`src/modem_status_consts.svh`:
```
// register offsets, field positions and reset values of the modem status block
`ifndef MODEM_STATUS_CONSTS_SVH
`define MODEM_STATUS_CONSTS_SVH

// register byte offsets, one aligned word each
`define OFF_MODEM_STATUS 8'h00
`define OFF_SCRATCH 8'h04
`define OFF_MODEM_CONTROL 8'h08
`define OFF_ENH_FEATURE 8'h0C
`define OFF_INT_STATUS 8'h10
`define OFF_INT_CLEAR 8'h14
`define OFF_INT_ENABLE 8'h18

// modem status field positions
`define MS_CTS_DELTA 0
`define MS_DSR_DELTA 1
`define MS_RI_TRAIL 2
`define MS_CD_DELTA 3
`define MS_CTS_LVL 4
`define MS_DSR_LVL 5
`define MS_RI_LVL 6
`define MS_CD_LVL 7

// enhanced feature control field position
`define EF_AUTO_CTS 7

// reset values
`define SCRATCH_RST 8'h00
`define CTRL_RST 5'h00
`define AUTO_CTS_RST 1'h0
`define INT_RST 4'h0
`define PINS_IDLE 4'hF
`define READ_IDLE 8'h00

`endif

```
`src/modem_status_pkg.sv`:
```
// types shared by the modem status block
package modem_status_pkg;

	// one register access from the host
	typedef struct packed {
		logic [7:0] addr;
		logic [7:0] wdata;
		logic wr;
		logic rd;
	} reg_req_t;

	// handshake pins, all active low, bit order cts, dsr, ri, cd from bit 0
	typedef struct packed {
		logic cd_b;
		logic ri_b;
		logic dsr_b;
		logic cts_b;
	} modem_pins_t;

	// modem control register layout, bits 4 down to 0
	typedef struct packed {
		logic loop;
		logic userOutputTwo;
		logic userOutputOne;
		logic rts;
		logic dtr;
	} modem_ctrl_t;

	// whole state of the top module
	typedef struct packed {
		logic [7:0] scratch;
		modem_ctrl_t ctrl;
		logic autoCts;
		logic [3:0] intStatus;
		logic [3:0] intEnable;
		logic [7:0] rdData;
		logic modemIrq;
		logic irq;
		logic txHold;
	} top_state_t;

endpackage : modem_status_pkg

```
`src/modem_pin_sync.sv`:
```
// two flip-flop synchroniser for a group of pins
`timescale 1ns/1ps

module modem_pin_sync #(
	parameter int WIDTH = 4,
	parameter logic [WIDTH-1:0] IDLE = '1
) (
	// clock and reset
	input wire logic core_clk,
	input wire logic rst_b,
	// pins and their synchronised copy
	input wire logic [WIDTH-1:0] pinIn,
	output logic [WIDTH-1:0] pinSync
);

	typedef struct packed {
		logic [WIDTH-1:0] stage1;
		logic [WIDTH-1:0] stage2;
	} sync_state_t;

	sync_state_t st_q;
	sync_state_t st_d;

	// first stage feeds only the second stage
	always_comb begin
		st_d = st_q;
		st_d.stage1 = pinIn;
		st_d.stage2 = st_q.stage1;
	end

	// reset to the idle pin level
	always_ff @(posedge core_clk or negedge rst_b) begin
		if (!rst_b) begin
			st_q <= {IDLE, IDLE};
		end else begin
			st_q <= st_d;
		end
	end

	assign pinSync = st_q.stage2;

endmodule : modem_pin_sync

```
`src/modem_delta_cell.sv`:
```
// sticky change flag for one modem status level
`timescale 1ns/1ps

module modem_delta_cell #(
	parameter bit FALL_ONLY = 1'b0
) (
	// clock and reset
	input wire logic core_clk,
	input wire logic rst_b,
	// watched level and read clear
	input wire logic level,
	input wire logic clr,
	// sticky flag and one-cycle set pulse
	output logic flag,
	output logic hit
);

	typedef struct packed {
		logic primed;
		logic prev;
		logic flag;
		logic hit;
	} cell_state_t;

	cell_state_t st_q;
	cell_state_t st_d;
	logic event_now;

	// first cycle after reset only learns the level, but the synchroniser resets to idle, so a pin held active through reset is flagged unless FALL_ONLY
	always_comb begin
		st_d = st_q;
		event_now = st_q.primed & (FALL_ONLY ? (st_q.prev & ~level) : (st_q.prev ^ level));
		st_d.primed = 1'b1;
		st_d.prev = level;
		st_d.hit = event_now;
		st_d.flag = event_now | (st_q.flag & ~clr); // set beats clear
	end

	always_ff @(posedge core_clk or negedge rst_b) begin
		if (!rst_b) begin
			st_q <= '0;
		end else begin
			st_q <= st_d;
		end
	end

	assign flag = st_q.flag;
	assign hit = st_q.hit;

endmodule : modem_delta_cell

```
`src/uart_modem_status_scratch.sv`:
```
// modem status, change flags, auto clear-to-send hold and scratch register of one channel
//
// Behaviour
// - auto clear-to-send holds transmitter after current character
// - bit 4 is inverted cts, loop-back rts
// - bit 3 flags carrier-detect change since read
// - bit 2 flags ring pin low to high
// - bit 1 flags data-set-ready change since read
// - bit 0 flags clear-to-send change since read
// - modem interrupt while any change flag set
// - eight bit scratch register, plain read back
// - reading modem status clears change flags
// - bits 7..5 inverted pins, loop-back control bits
`include "modem_status_consts.svh"
`timescale 1ns/1ps

module uart_modem_status_scratch (
	// clock and reset
	input wire logic core_clk,
	input wire logic rst_b,
	// register port
	input modem_status_pkg::reg_req_t regReq,
	output logic [7:0] rdData,
	// modem handshake pins
	input modem_status_pkg::modem_pins_t modemPins,
	// transmitter handshake
	input wire logic txBusy,
	input wire logic txCharDone,
	output logic txHold,
	// interrupts
	output logic modemIrq,
	output logic irq
);

	modem_status_pkg::top_state_t st_q;
	modem_status_pkg::top_state_t st_d;
	modem_status_pkg::modem_pins_t pinSync;
	logic [3:0] level;
	logic [3:0] flags;
	logic [3:0] hits;
	logic statusRead;
	logic holdReq;

	// pins are asynchronous to core_clk
	modem_pin_sync #(
		.WIDTH(4),
		.IDLE(`PINS_IDLE)
	) u_pin_sync (
		.core_clk(core_clk),
		.rst_b(rst_b),
		.pinIn(modemPins),
		.pinSync(pinSync)
	);

	// status levels: inverted pins, or control bits when looped back
	always_comb begin
		if (st_q.ctrl.loop) begin
			level = {st_q.ctrl.userOutputTwo, st_q.ctrl.userOutputOne, st_q.ctrl.dtr, st_q.ctrl.rts};
		end else begin
			level = ~{pinSync.cd_b, pinSync.ri_b, pinSync.dsr_b, pinSync.cts_b};
		end
	end

	assign statusRead = regReq.rd && (regReq.addr == `OFF_MODEM_STATUS);

	// one change cell per level; ring flags only its trailing edge
	generate
		for (genvar i = 0; i < 4; i++) begin : g_delta
			modem_delta_cell #(
				.FALL_ONLY(i == `MS_RI_TRAIL)
			) u_cell (
				.core_clk(core_clk),
				.rst_b(rst_b),
				.level(level[i]),
				.clr(statusRead),
				.flag(flags[i]),
				.hit(hits[i])
			);
		end
	endgenerate

	// hold only applies while cts reads inactive, i.e. the pin is high
	assign holdReq = st_q.autoCts & ~level[0];

	// register writes, read mux, interrupts and transmitter hold
	always_comb begin
		st_d = st_q;
		if (regReq.wr) begin
			unique case (regReq.addr)
				`OFF_SCRATCH: st_d.scratch = regReq.wdata;
				`OFF_MODEM_CONTROL: st_d.ctrl = regReq.wdata[4:0];
				`OFF_ENH_FEATURE: st_d.autoCts = regReq.wdata[`EF_AUTO_CTS];
				`OFF_INT_ENABLE: st_d.intEnable = regReq.wdata[3:0];
				default: st_d.scratch = st_q.scratch;
			endcase
		end
		// write-one-to-clear, a new event in the same cycle stays set
		if (regReq.wr && (regReq.addr == `OFF_INT_CLEAR)) begin
			st_d.intStatus = (st_q.intStatus & ~regReq.wdata[3:0]) | hits;
		end else begin
			st_d.intStatus = st_q.intStatus | hits;
		end
		// read data stands for one cycle only, unmapped reads give zero
		st_d.rdData = `READ_IDLE;
		if (regReq.rd) begin
			unique case (regReq.addr)
				`OFF_MODEM_STATUS: st_d.rdData = {level, flags};
				`OFF_SCRATCH: st_d.rdData = st_q.scratch;
				`OFF_MODEM_CONTROL: st_d.rdData = {3'h0, st_q.ctrl};
				`OFF_ENH_FEATURE: st_d.rdData = {st_q.autoCts, 7'h00};
				`OFF_INT_STATUS: st_d.rdData = {4'h0, st_q.intStatus};
				`OFF_INT_ENABLE: st_d.rdData = {4'h0, st_q.intEnable};
				default: st_d.rdData = `READ_IDLE;
			endcase
		end
		st_d.modemIrq = |flags;
		st_d.irq = |(st_d.intStatus & st_d.intEnable);
		// a character already on the wire finishes before the hold takes effect
		st_d.txHold = holdReq & (st_q.txHold | ~txBusy | txCharDone);
	end

	always_ff @(posedge core_clk or negedge rst_b) begin
		if (!rst_b) begin
			st_q.scratch <= `SCRATCH_RST;
			st_q.ctrl <= `CTRL_RST;
			st_q.autoCts <= `AUTO_CTS_RST;
			st_q.intStatus <= `INT_RST;
			st_q.intEnable <= `INT_RST;
			st_q.rdData <= `READ_IDLE;
			st_q.modemIrq <= 1'b0;
			st_q.irq <= 1'b0;
			st_q.txHold <= 1'b0;
		end else begin
			st_q <= st_d;
		end
	end

	// outputs straight from the state register
	assign rdData = st_q.rdData;
	assign modemIrq = st_q.modemIrq;
	assign irq = st_q.irq;
	assign txHold = st_q.txHold;
endmodule : uart_modem_status_scratch

```
`config.mk`:
```
export PLATFORM = sky130hd
export DESIGN_NAME = uart_modem_status_scratch
export DESIGN_NICKNAME = d
export VERILOG_FILES = /design/src/modem_status_pkg.sv /design/src/modem_pin_sync.sv /design/src/modem_delta_cell.sv /design/src/uart_modem_status_scratch.sv
export VERILOG_INCLUDE_DIRS = /design/src
export SDC_FILE = /design/constraint.sdc
export NUM_CORES = 1
export LEC_CHECK = 0
export BUFFER_PORTS_ARGS = -buffer_cell sky130_fd_sc_hd__buf_2
export CAP_MARGIN = 5
export CORE_MARGIN = 2
export CORE_UTILIZATION = 25
export CTS_CLUSTER_DIAMETER = 100
export CTS_CLUSTER_SIZE = 8
export DETAILED_ROUTE_END_ITERATION = 7
export HOLD_SLACK_MARGIN = 0.1
export PLACE_DENSITY_LB_ADDON = 0.25
export SLEW_MARGIN = 20
export SYNTH_ARGS = -nofsm -noshare
export SYNTH_HDL_FRONTEND = slang
export SYNTH_SLANG_ARGS = --single-unit
```
`constraint.sdc`:
```
create_clock -name core_clk -period 1.6 [get_ports core_clk]
set_input_delay 0.16 -clock core_clk [delete_from_list [all_inputs] [get_ports core_clk]]
set_output_delay 0.16 -clock core_clk [all_outputs]
set_load 0.02 [all_outputs]
```
After elaboration in Yosys (flattened, before gate mapping)
Index checks and enable logic that the tools add are counted.

word-level totals
  bits in registers = 54
  word-level logic and storage cells = 78
  bits of input ports = 26

operators by class
  multiplexer cells = 6
  reductions and logical operators = 8
  bitwise operators = 30
  equality and inequality tests = 6

operators by type and width
  operator            number
  $pmux 8 s6          1
  $eq 8x5->1 const B  3
  $eq 8x4->1 const B  2
  $mux 4              4
  $and 1x1->1         11
  $and 4x4->4         2
  $eq 8x3->1 const B  1
  $logic_not 8->1     1
  $mux 8              1
  $not 4->4           2
  $or 4x4->4          2
  $reduce_or 4->1     2
  $or 1x1->1          6
  $reduce_and 2->1    3
  $not 1->1           4
  $xor 1x1->1         3
  $logic_and 1x1->1   2

Longest topological paths before layout
Gate-level depths: netlist (run 1).

  word-level depth = 6
  gate-level depth with buffers = 5

Cells and area by module
Synthesis (run 1) repeated with hierarchy kept, for this count alone.

second synthesis, totals
  cell total of the unflattened synthesis = 200
  area total of the unflattened synthesis = 2426.1 um2

modules (own cells, without submodules)
  module                                     times used  area each (um2)  cells an instance  sequential area each (um2)
  uart_modem_status_scratch                  1           1690.4           156                825.8
  modem_delta_cell at g_delta[0].u_cell ...  3           132.6            9                  100.1
  modem_pin_sync                             1           210.2            8                  210.2
  modem_delta_cell at g_delta[2].u_cell      1           127.6            9                  100.1

Least setup slack after synthesis (run 1)
No wires, ideal clock.

  kind = input to register
  start point = input regReq[17] (netlist name)
  end point = register st_q[25] (netlist name)
  stages on the path = 5
  arrival time = 1657 ps
  buffers on the path = 1
  path slack = -182 ps
  cells stage by stage = or4_1 > buf_2 > nor4b_4 > nand2_4 > mux2_2

on the way
  longest elaborated chain between the ends = 2

ends and longest elaborated chain
  element                     line                              text
  start, declared             uart_modem_status_scratch.sv:22   input modem_status_pkg::reg_req_t regReq,
  $eq 8x3->1                  uart_modem_status_scratch.sv:89   unique case (regReq.addr)
  $reduce_and 2->1 (no line)  -
  end signal, assigned        uart_modem_status_scratch.sv:134  st_q <= st_d;
  end, declared               uart_modem_status_scratch.sv:35   modem_status_pkg::top_state_t st_q;

No other way between the ends.
A chain may end at the register's enable or synchronous reset.

Final worst setup path (run 1)
  start point = input regReq[17] (netlist name)
  end point = register st_q[27] (netlist name)

Same word-level chain as after synthesis.

==> implementation parameters, run 1 <==
Parameter                              Value

Flow run
  Max-cap violations    0

Worst setup path
  Startpoint Class    input port
  Worst Setup End Kind    flop
  Chain of cells forming the critical path    buf_2 -> or4_4 -> nor4b_4 -> nand2_4 -> mux2_2
  Classification of the worst setup path    input port to flop
  Critical path data required time    between 1.5 and 2 ns
  Max stage delay cell, worst path    or4_4
  Critical path fanouts, max    8
  Data arrival time of the worst path    1.64 ns
  Buffer and inverter count on the worst path    1
  Max stage delay on crit path    0.57 ns
  Cell family with most CP delay    simple AND/OR/NAND/NOR gates

Global routing
  Via count of the first global-routing pass    1649
  Total global-route track usage    11.7%
  Global route total overflow    0
  First-pass GRT wire length    between 8000 and 9000 um
  Maximum number of pins on one net before global-route repair    55
  Initial antenna violation count    0

Finish
  Nets@finish    271
  Layout cell share with drive strength beyond 1    39.8%
  Fin cells    354
  Number of antenna cells inserted    0
  Area grow syn2layout    29.6%
  Fill cell count    873

Detailed routing
  Routed via count    1578
  DRC violations left    0
  Detail Route Antenna Nets    0
  Total wire length after detailed routing    5220 um
  Avg Vias per Cell    4.46
  DRT Pass-1 Iters    4
  Drt wl/cell    around 15 um
  First DRT Iteration DRCs    131

Synthesis
  Synth Area in Compound Gates    a little under an eighth
  Post-synthesis instance area    2240 um2
  Net count of the mapped netlist    204
  Yosys warns    0
  Commonest cells in the netlist    dfrtp_1, mux2_2, nand2_1, a22oi_1, nor2_1
  Adder-Cell Fraction of Synth Area    0%
  Instance count of the mapped netlist    ~180
  Register bit count reported by yosys    54
  Cell with the most instances after synthesis    dfrtp_1
  Biggest area consumer among synthesized cells    dfrtp_1
  Main flop type after synthesis    dfrtp_1
  XOR/XNOR Fraction of Synth Area    1.17%
  Combinational family with the most area after synthesis    simple AND/OR/NAND/NOR gates
  Simple logic cell fraction of the synthesized area    12.8%
  Post-synthesis mux area share    8.82%
  Area share of the leading cell type in the synthesized netlist    approximately half
  Count of distinct cell types in the synthesized netlist    37
  Number of enable-type register cells in the synthesized netlist    0
  Sequential-to-total area share from yosys stat    60.7%
  Per-instance average area after synthesis    between 10 and 15 um2
  Ys async rst share    100%
  Largest cells by area after synthesis    dfrtp_1, dfstp_2, mux2_2, a22oi_1, buf_4

Timing
  Final setup viols    0
  Smallest setup slack after layout    approximately 0.17 ns
  Fmax achieved    ~700 MHz
  Clock Skews    around 0.0059 ns
  Clock period minus final worst setup slack    1.43 ns
  Setup repair after global routing missed its margin    no
  Final hold violations    0
  Final cycle utilization of the critical path    89.5%
  Number of slew-limit violations in the final report    0

Placed design
  Pre-CTS setup slack    -0.175 ns
  Placed Instances    336
  Final Wtd Congestion    0.787
  Placed wire-length estimate    3840 um
  Count of buffers from port buffering    36

Clocking
  Clock insertion delay at the later pin of the skew report    0.31 ns
  Root cell of the clock tree    clkbuf_8
  H-tree levels    2
  Clock tree from TritonCTS    yes
  Buffer count from post-CTS setup fixing    0
  TritonCTS buffer count    5
  Maximum root-to-sink buffer count    2
  Clk slew on worst S/H paths    0.10 ns
  Sink Count    54

Floorplan
  Cell Rows    34
  Floorplan Core Area    8720 um2
  Number of top-level pins    37
  Floorplan die height    98.7 um
  Initial Util    25.7%
  Die Outline Area    9740 um2
  Die Wd    98.7 um

Status
  Outcome    complete, no violations

Pwr
  Peak supply drop    0.560 mV
  Power Density    ~900 nW/um2
  Leak Pwr    1.33 nW

Worst hold path
  Worst hold path class    input port to flop
[cell usage in the layout, fill, tap and decap left out, types with 2 or more instances in the layout]
cell type	netlist	final
and2_1	3	3
or2_2	3	3
o31ai_1	4	4
dlygate4sd3_1	0	10
clkbuf_8	0	5
or4_1	3	2
a41oi_1	3	3
nor2_1	10	10
a21oi_1	2	2
dfrtp_1	46	46
mux2_2	14	14
o2bb2ai_1	2	2
nand2_1	13	13
xor2_1	3	3
dfstp_2	8	8
nand4_1	6	6
or4b_1	2	2
mux2i_1	4	4
inv_1	9	9
a22oi_1	11	11
a31oi_1	4	4
a22o_1	3	3
buf_2	1	36
buf_4	8	24
[worst paths after layout]
kind / from / endpoint / slack (ns) / cells past startpoint
worst max-delay path: regReq[17] / st_q[27] / 0.17 / 5
max in group asynchronous: rst_b / u_pin_sync.pinSync[0] / 0.95 / 3
min in group asynchronous: rst_b / rdData[5] / 0.36 / 3
worst min-delay path: regReq[5] / st_q[28] / 0.16 / 2
worst max register to register: st_q[24] / g_delta[2].u_cell.flag / 0.27 / 4
worst min register to register: u_pin_sync.st_d[1] / u_pin_sync.pinSync[1] / 0.36 / 0
[where the power goes]
group	switching (W)	total (W)	internal, W
Sequential	0.0000281	0.00145	0.00142
Clock	0.000468	0.000944	0.000477
Combinational	0.000115	0.000225	0.000110
Total	0.000611	0.00262	0.00201
[cell families after synthesis]
logic type             after synthesis
flip-flops                          54
AND/OR/NAND/NOR                     48
AO/OA/AOI/OAI                       34
buffers and inverters               20
multiplexers                        18
XOR/XNOR                             3
other                                1
[repair_timing]
action / in CTS / in global routing
hold buffers: 10 / 0
setup endpoints to repair: 0 / 0
endpoints found under the hold margin: 65 / 0
gates resized for setup: 0 / 0
[metrics by stage]
step	TNS [ns]	total power [W]	hold slack, ns	utilization (%)	cell area (um2)
after detailed placement	-3.44	0.00169	0.180	30.8	2690
after global routing	0	0.00277	0.134	33.3	2910
after CTS	0	0.00267	0.143	33.3	2910
after global placement	-3.23	0.00169	0.180	30.8	2690
after floorplan	-1.77	0.00155	-0.136	-	2250
final	0	0.00262	0.160	33.3	2910
[area by class of cell]
cell class / count / area, um2 / area share (%)
Clock buffer: 5 / 68.8 / 2.37
Tap cell: 108 / 135 / 4.65
Sequential cell: 54 / 1360 / 46.9
Clock inverter: 3 / 48.8 / 1.68
Inverter: 9 / 33.8 / 1.16
Multi-Input combinational cell: 104 / 777 / 26.7
Timing Repair Buffer: 71 / 480 / 16.5
[flip-flops by register name (all words and copies together) (netlist names)]
signal / cells
st_q: 22
rdData: 8
g_delta.u_cell.st_q: 5
g_delta.u_cell.flag: 4
g_delta.u_cell.hit: 4
u_pin_sync.pinSync: 4
u_pin_sync.st_d: 4
irq: 1
modemIrq: 1
txHold: 1
[layer usage]
layer / track usage [%] / vias up / share of wire, % / routed length (um)
li1: - / 777 / - / -
met1: 15.9 / 770 / 48 / 2510
met2: 18.4 / 26 / 47 / 2450
met3: 3.62 / 5 / 3.9 / 205
met4: 2.85 / 0 / 1.0 / 52
met5: 0 / - / 0 / 0
(Power assumes the default switching activity.)
==> inputs of run 2 (changes only) <==
--- a/config.mk
+++ b/config.mk
@@ -6,10 +6,12 @@
 export SDC_FILE = /design/constraint.sdc
 export NUM_CORES = 1
 export LEC_CHECK = 0
+export ABC_AREA = 1
 export BUFFER_PORTS_ARGS = -buffer_cell sky130_fd_sc_hd__buf_2
 export CAP_MARGIN = 5
 export CORE_MARGIN = 2
 export CORE_UTILIZATION = 25
+export CTS_BUF_LIST = sky130_fd_sc_hd__clkbuf_4
 export CTS_CLUSTER_DIAMETER = 100
 export CTS_CLUSTER_SIZE = 8
 export DETAILED_ROUTE_END_ITERATION = 7
==> run 2 against run 1 <==
  * Global-route usage shrank 0.71 points
  * Non-clock buffer count shrank 17
  * Synthesized area grew 2.7%
  * Sequential power is essentially flat
  * Synthesized cell count grew 38%
  * Clock power shrank 35%
  * Sequential share of layout area grew 2.0 points
  * Largest power group unchanged
==> implementation parameters, run 2 <==
Parameter                              Value

Status
  Outcome    complete, no violations (unchanged)

Worst setup path
  Max stage delay on crit path    0.51 ns (was 0.57 ns)
  Launch point of the worst reg-to-reg path    st_q[24] (unchanged)
  FF-to-FF End    g_delta[3].u_cell.flag (was g_delta[2].u_cell.flag)
  Worst Reg2Reg Path Length in Cells    4 (unchanged)
  Critical path fanouts, max    10 (was 8)
  Chain of cells forming the critical path    o21ai_1 -> o21ai_0 -> a21oi_1 -> o21bai_1 (was buf_2 -> or4_4 -> nor4b_4 -> nand2_4 -> mux2_2)
  Worst Setup End Kind    flop (unchanged)
  Startpoint of the worst setup timing path    st_q[24] (was regReq[17])
  Reg2Reg Setup Slack    0.24 ns (was 0.27 ns)
  Critical path data required time    1.92 ns (was 1.81 ns)
  Data arrival time of the worst path    1.68 ns (was 1.64 ns)
  Classification of the worst setup path    flop to flop (was input port to flop)
  Max stage delay cell, worst path    dfrtp_1 (was or4_4)
  Startpoint Class    flop (was input port)
  Endpoint of the worst setup timing path    g_delta[3].u_cell.flag (was st_q[27])

Clocking
  Clk slew on worst S/H paths    0.15 ns (was 0.10 ns)
  Buffer count from post-CTS setup fixing    0 (unchanged)
  Sink Count    54 (unchanged)
  Maximum root-to-sink buffer count    2 (unchanged)
  H-tree levels    2 (unchanged)
  Root cell of the clock tree    clkbuf_4 (was clkbuf_8)
  Resize count post-CTS    0 (unchanged)
  Clock tree from TritonCTS    yes (unchanged)
  TritonCTS buffer count    5 (unchanged)
  Clock insertion delay at the later pin of the skew report    0.37 ns (was 0.31 ns)
  Hold bufs inserted after CTS    15 (was 10)

Timing
  Setup repair after global routing missed its margin    no (unchanged)
  Number of slew-limit violations in the final report    0 (unchanged)
  Final setup viols    0 (unchanged)
  Final hold violations    0 (unchanged)
  Minimum hold slack    0.115 ns (was 0.160 ns)
  Final cycle utilization of the critical path    84.9% (was 89.5%)
  Fmax achieved    736 MHz (was 699 MHz)
  Clock Skews    0.0151 ns (was 0.00593 ns)
  Aggregate negative setup slack    0 ns (unchanged)
  Clock period minus final worst setup slack    1.36 ns (was 1.43 ns)

Synthesis
  Post-synthesis instance area    2300 um2 (was 2240 um2)
  Per-instance average area after synthesis    9.36 um2 (was 12.6 um2)
  Register bit count reported by yosys    54 (unchanged)
  Main flop type after synthesis    dfrtp_1 (unchanged)
  Area share of the leading cell type in the synthesized netlist    50.0% (was 51.4%)
  Largest cells by area after synthesis    dfrtp_1, nand2_1, dfstp_2, inv_1, nor2_1 (was dfrtp_1, dfstp_2, mux2_2, a22oi_1, buf_4)
  Yosys warns    0 (unchanged)
  Commonest cells in the netlist    nand2_1, dfrtp_1, inv_1, nor2_1, o21ai_0 (was dfrtp_1, mux2_2, nand2_1, a22oi_1, nor2_1)
  Biggest area consumer among synthesized cells    dfrtp_1 (unchanged)
  Sequential-to-total area share from yosys stat    59.1% (was 60.7%)
  Instance count of the mapped netlist    246 (was 178)
  Number of enable-type register cells in the synthesized netlist    0 (unchanged)
  Net count of the mapped netlist    272 (was 204)
  Cell with the most instances after synthesis    nand2_1 (was dfrtp_1)
  Ys async rst share    100% (unchanged)
  Count of distinct cell types in the synthesized netlist    30 (was 37)

Finish
  Most common cell after layout, fill and taps aside    nand2_1 (was dfrtp_1)
  Total non-filler cell area in the finished layout    2790 um2 (was 2910 um2)
  Core utilization of the finished layout    30.7% (was 33.3%)
  Number of antenna cells inserted    0 (unchanged)
  Largest register FFs    22 (unchanged)
  Register with the most flip-flops    st_q (unchanged)
  Layout cell share with drive strength beyond 1    24.5% (was 39.8%)
  Nets@finish    323 (was 271)
  Commonest cells after routing, fill and taps aside    nand2_1, dfrtp_1, buf_2 (was dfrtp_1, buf_2, buf_4)
  Largest registers ranked by flip-flop count    st_q: 22 flops, rdData: 8 flops, g_delta.u_cell.st_q: 5 flops (unchanged)
  Area grow syn2layout    21.0% (was 29.6%)

Detailed routing
  Detail Route Antenna Nets    0 (unchanged)
  Met3 wire length    256 um (was 205 um)
  First DRT Iteration DRCs    90 (was 131)
  Wire length on met2    2340 um (was 2450 um)
  DRT Pass-1 Iters    4 (unchanged)
  Metal-1 WL    2300 um (was 2510 um)
  Routed via count    1698 (was 1578)
  Drt wl/cell    12.2 um (was 14.7 um)
  Top Metal Used    met4 (unchanged)
  DRC violations left    0 (unchanged)
  Avg Vias per Cell    4.15 (was 4.46)
  Total wire length after detailed routing    5000 um (was 5220 um)

Pwr
  Peak supply drop    0.311 mV (was 0.560 mV)
  Leak Pwr    1.37 nW (was 1.33 nW)
  Power Density    814 nW/um2 (was 902 nW/um2)

Floorplan
  Floorplan die height    100 um (was 98.7 um)
  Die Outline Area    9990 um2 (was 9740 um2)
  Floorplan Core Area    9060 um2 (was 8720 um2)
  Cell Rows    35 (was 34)
  Initial Util    25.4% (was 25.7%)
  Die Wd    100 um (was 98.7 um)
  Number of top-level pins    37 (unchanged)

Flow run
  Max-cap violations    0 (unchanged)

Global routing
  First-pass GRT wire length    8360 um (was 8780 um)
  Total global-route track usage    11.0% (was 11.7%)
  Global route total overflow    0 (unchanged)
  Maximum number of pins on one net before global-route repair    41 (was 55)
  Via count of the first global-routing pass    1700 (was 1649)
  Initial antenna violation count    0 (unchanged)

Placed design
  Final Wtd Congestion    0.867 (was 0.787)
  Count of buffers from port buffering    36 (unchanged)
  Post-detailed-placement cell area    2580 um2 (was 2690 um2)
  Placed wire-length estimate    3810 um (was 3840 um)

Worst hold path
  Hold_sp    txBusy (was regReq[5])
  Worst hold path class    input port to flop (unchanged)
## run 2: cell count changes after synthesis, sizes merged, moves of 4 or more
cell and delta:
a21oi +4, a22oi -11, a31oi -4, inv +21
mux2 -14, mux2i -4, nand2 +58, nand3 +4
nand4 -4, nor2 +14, o211ai +4, o21ai +27
## run 2: stage by stage
stage / cells / setup WS, ns / power [W]
after global placement: 386 / 0.178 / 0.00165
after global routing: 409 / 0.107 / 0.00240
final: 409 / 0.241 / 0.00227
after floorplan: 246 / 0.435 / 0.00155
after detailed placement: 386 / 0.160 / 0.00165
after CTS: 409 / 0.196 / 0.00230
## run 2: final cells by class
class                   instances  area, um2
fillers                       941       6280
clock inverters                 1       3.75
clock buffers                   7       52.6
multi-input cells             152        752
repair buffers                 54        365
well taps                     111        139
flip-flops and latches         54       1360
inverters                      30        113
## run 2: worst min path at each step
stage                                        end  depth (start not counted)
after floorplan           g_delta[0].u_cell.flag                          0
after global placement                  st_q[24]                          1
after detailed placement                st_q[24]                          1
after CTS                               st_q[19]                          3
after global routing                      txHold                          3
final                                     txHold                          3
## run 2: logic make-up (layout without fill, tap and decap cells)
logic type / Yosys count / count (layout) / share of synthesized area [%]
AO/OA/AOI/OAI: 43 / 43 / 11.6
AND/OR/NAND/NOR: 108 / 108 / 20.9
flip-flops: 54 / 54 / 59.1
buffers and inverters: 40 / 92 / 8.21
other: 1 / 1 / 0.163
## run 2: routing by layer
metal | up-vias | GRT usage (%)
li1 | 877 | -
met1 | 777 | 13.7
met2 | 35 | 18.0
met3 | 9 | 2.99
met4 | 0 | 4.74
met5 | - | 0
## run 2: power breakdown
part | switching [W] | total [W] | internal, W | leakage [nW]
clock network | 0.000412 | 0.000616 | 0.000204 | 0.0338
logic | 0.000120 | 0.000207 | 0.0000869 | 0.699
registers | 0.0000230 | 0.00144 | 0.00142 | 0.637
total | 0.000555 | 0.00227 | 0.00171 | 1.37
## run 2: critical path: cells and delay by family, from the launching register on
kind,cells,cell delay [ns]
compound gates,4,0.80
flops,1,0.51
==> inputs of run 3 (changes only) <==
==> constraint.sdc (replaced) <==
create_clock -name core_clk -period 1.25 [get_ports core_clk]
set_input_delay 0.125 -clock core_clk [delete_from_list [all_inputs] [get_ports core_clk]]
set_output_delay 0.125 -clock core_clk [all_outputs]
set_load 0.02 [all_outputs]
==> run 3 against run 2 <==
  * Die area did not move
  * Via count rose by 6.5%
  * Flip-flop and latch count did not move
  * Combinational power rose by 63%
  * First-iteration DRC count fell by 50%
  * Routed wire length rose by 4.7%
  * Total power rose by 30%
  * Worst setup slack got worse by 0.24 ns
  * Critical path type unchanged
  * Largest power group unchanged
==> implementation parameters, run 3 (synthesis gave the netlist of run 2 again) <==
Parameter                              Value

Worst setup path
  Buffer and inverter count on the worst path    2 (was 0)
  Stages on worst setup path    7 (was 4)
  Max stage delay on crit path    0.48 ns (was 0.51 ns)
  Cell family with most CP delay    flip-flops (was compound AO/OA/AOI/OAI gates)
  Crit-path most repeated cell    o21ai_1
  Chain of cells forming the critical path    nand2_2 -> o21ai_1 -> buf_4 -> inv_2 -> o21ai_1 -> a21oi_1 -> nor2_1 (was o21ai_1 -> o21ai_0 -> a21oi_1 -> o21bai_1)
  Critical path fanouts, max    7 (was 10)
  Worst Setup End Kind    flop (unchanged)
  Critical path data required time    1.49 ns (was 1.92 ns)
  Classification of the worst setup path    flop to flop (unchanged)
  Max stage delay cell, worst path    dfrtp_2 (was dfrtp_1)
  Worst Reg2Reg Path Length in Cells    7 (was 4)
  Data arrival time of the worst path    1.49 ns (was 1.68 ns)
  Startpoint Class    flop (unchanged)

Global routing
  Fraction of met1 tracks used by global routing    15.4% (was 13.7%)
  Total global-route track usage    11.3% (was 11.0%)
  Via count of the first global-routing pass    1856 (was 1700)
  First-pass GRT wire length    8890 um (was 8360 um)
  Met3 demand-to-capacity share in global routing    2.30% (was 2.99%)
  Busiest layer in global routing    met2 (unchanged)
  Global route total overflow    0 (unchanged)
  Maximum number of pins on one net before global-route repair    55 (was 41)
  Met2 layer usage reported by global route    18.4% (was 18.0%)
  Initial antenna violation count    0 (unchanged)

Timing
  Clock Skews    0.0154 ns (was 0.0151 ns)
  Fmax achieved    803 MHz (was 736 MHz)
  Final hold violations    0 (unchanged)
  Final cycle utilization of the critical path    99.6% (was 84.9%)
  Clock period minus final worst setup slack    1.24 ns (was 1.36 ns)
  Minimum hold slack    0.155 ns (was 0.115 ns)
  Final setup viols    0 (unchanged)
  Aggregate negative setup slack    0 ns (unchanged)
  Smallest setup slack after layout    0.00514 ns (was 0.241 ns)
  Number of slew-limit violations in the final report    0 (unchanged)
  Setup repair after global routing missed its margin    yes (was no)

Status
  Outcome    complete, no violations (unchanged)

Floorplan
  Number of top-level pins    37 (unchanged)
  Floorplan die height    100 um (unchanged)
  Floorplan Core Area    9060 um2 (unchanged)
  Die Wd    100 um (unchanged)
  Die Outline Area    9990 um2 (unchanged)
  Initial Util    25.4% (unchanged)
  Cell Rows    35 (unchanged)

Finish
  Commonest cells after routing, fill and taps aside    nand2_1, dfrtp_1, buf_2 (unchanged)
  Largest register FFs    22 (unchanged)
  Layout cell share with drive strength beyond 1    35.2% (was 24.5%)
  Area used by sequential logic in the layout    1360 um2 (about the same)
  Register with the most flip-flops    st_q (unchanged)
  Fill cell count    937 (was 941)
  Area of the multi-input gates    815 um2 (was 752 um2)
  Largest registers ranked by flip-flop count    st_q: 22 flops, rdData: 8 flops, g_delta.u_cell.st_q: 5 flops (unchanged)
  Number of antenna cells inserted    0 (unchanged)
  Nets@finish    352 (was 323)
  Most common cell after layout, fill and taps aside    nand2_1 (unchanged)
  Fin cells    438 (was 409)
  Area grow syn2layout    33.3% (was 21.0%)

Clocking
  Clk slew on worst S/H paths    0.16 ns (was 0.15 ns)
  H-tree levels    2 (unchanged)
  Sink Count    54 (unchanged)
  Root cell of the clock tree    clkbuf_4 (unchanged)
  TritonCTS buffer count    5 (unchanged)
  Clock tree from TritonCTS    yes (unchanged)
  Maximum root-to-sink buffer count    2 (unchanged)
  Clock insertion delay at the later pin of the skew report    0.37 ns (about the same)

Placed design
  Placed wire-length estimate    3990 um (was 3810 um)
  Final Wtd Congestion    0.771 (was 0.867)
  Placed Instances    413 (was 386)
  Pre-CTS setup slack    -0.221 ns (was 0.160 ns)
  Count of buffers from port buffering    36 (unchanged)

Pwr
  Power Density    958 nW/um2 (was 814 nW/um2)
  Peak supply drop    0.481 mV (was 0.311 mV)
  Total chip power    0.00294 W (was 0.00227 W)
  Leak Pwr    1.52 nW (was 1.37 nW)

Detailed routing
  Drt wl/cell    11.9 um (was 12.2 um)
  Detail Route Antenna Nets    0 (unchanged)
  DRC violations left    0 (unchanged)
  First DRT Iteration DRCs    45 (was 90)
  Avg Vias per Cell    4.13 (was 4.15)
  Total wire length after detailed routing    5230 um (was 5000 um)
  Routed via count    1809 (was 1698)
  DRT Pass-1 Iters    4 (unchanged)

Worst hold path
  Worst hold path class    input port to flop (unchanged)
  Worst hold path stage count    3 (unchanged)

Flow run
  Max-cap violations    0 (unchanged)
==> run 3: layer usage <==
| layer | routed length [um] | vias up |
|---|---|---|
| li1 | - | 928 |
| met1 | 2540 | 849 |
| met5 | 0 | - |
| met2 | 2500 | 28 |
| met3 | 146 | 4 |
| met4 | 42 | 0 |
==> run 3: power breakdown <==
group / switching (W) / internal (W)
sequential: 0.0000350 / 0.00182
clock: 0.000536 / 0.000212
combinational: 0.000172 / 0.000165
==> run 3: final cells by class <==
type / instances / area share, %
inverter: 30 / 3.67
tap: 111 / 4.53
timing repair buffer: 83 / 19.1
clock inverter: 3 / 0.530
sequential: 54 / 44.4
multi-input combinational: 152 / 26.5
clock buffer: 5 / 1.22
==> run 3: metrics by stage <==
step / util (%) / cell area, um2
2_1_floorplan: - / 2300
3_3_place_gp: 30.7 / 2780
3_5_place_dp: 30.7 / 2780
4_1_cts: 33.4 / 3020
5_1_grt: 33.8 / 3070
6_report: 33.8 / 3070
==> run 3: worst paths after layout <==
path / from / endpoint / slack [ns]
setup reg to reg: st_q[24] / rdData[4] / 0.005
hold / removal: regReq[12] / rdData[5] / 0.15
setup / recovery: st_q[24] / rdData[4] / 0.005
min in group asynchronous: rst_b / st_q[28] / 0.27
max in group asynchronous: rst_b / u_pin_sync.pinSync[2] / 0.69
hold reg to reg: u_pin_sync.st_d[1] / u_pin_sync.pinSync[1] / 0.37
==> run 3: what timing repair did <==
item                                   CTS  global route
endpoints found under the hold margin   80             0
gates resized for setup                  8            12
hold buffers                            16             0
pin swaps                                1             1
setup buffers                            1             0
setup endpoints to repair                7            11
==> run 3: worst register-to-register path, cell delays in order, from the launching register on <==
cell	delay, ns
dfrtp_2	0.48
nand2_2	0.07
o21ai_1	0.05
buf_4	0.16
inv_2	0.06
o21ai_1	0.06
a21oi_1	0.17
nor2_1	0.07
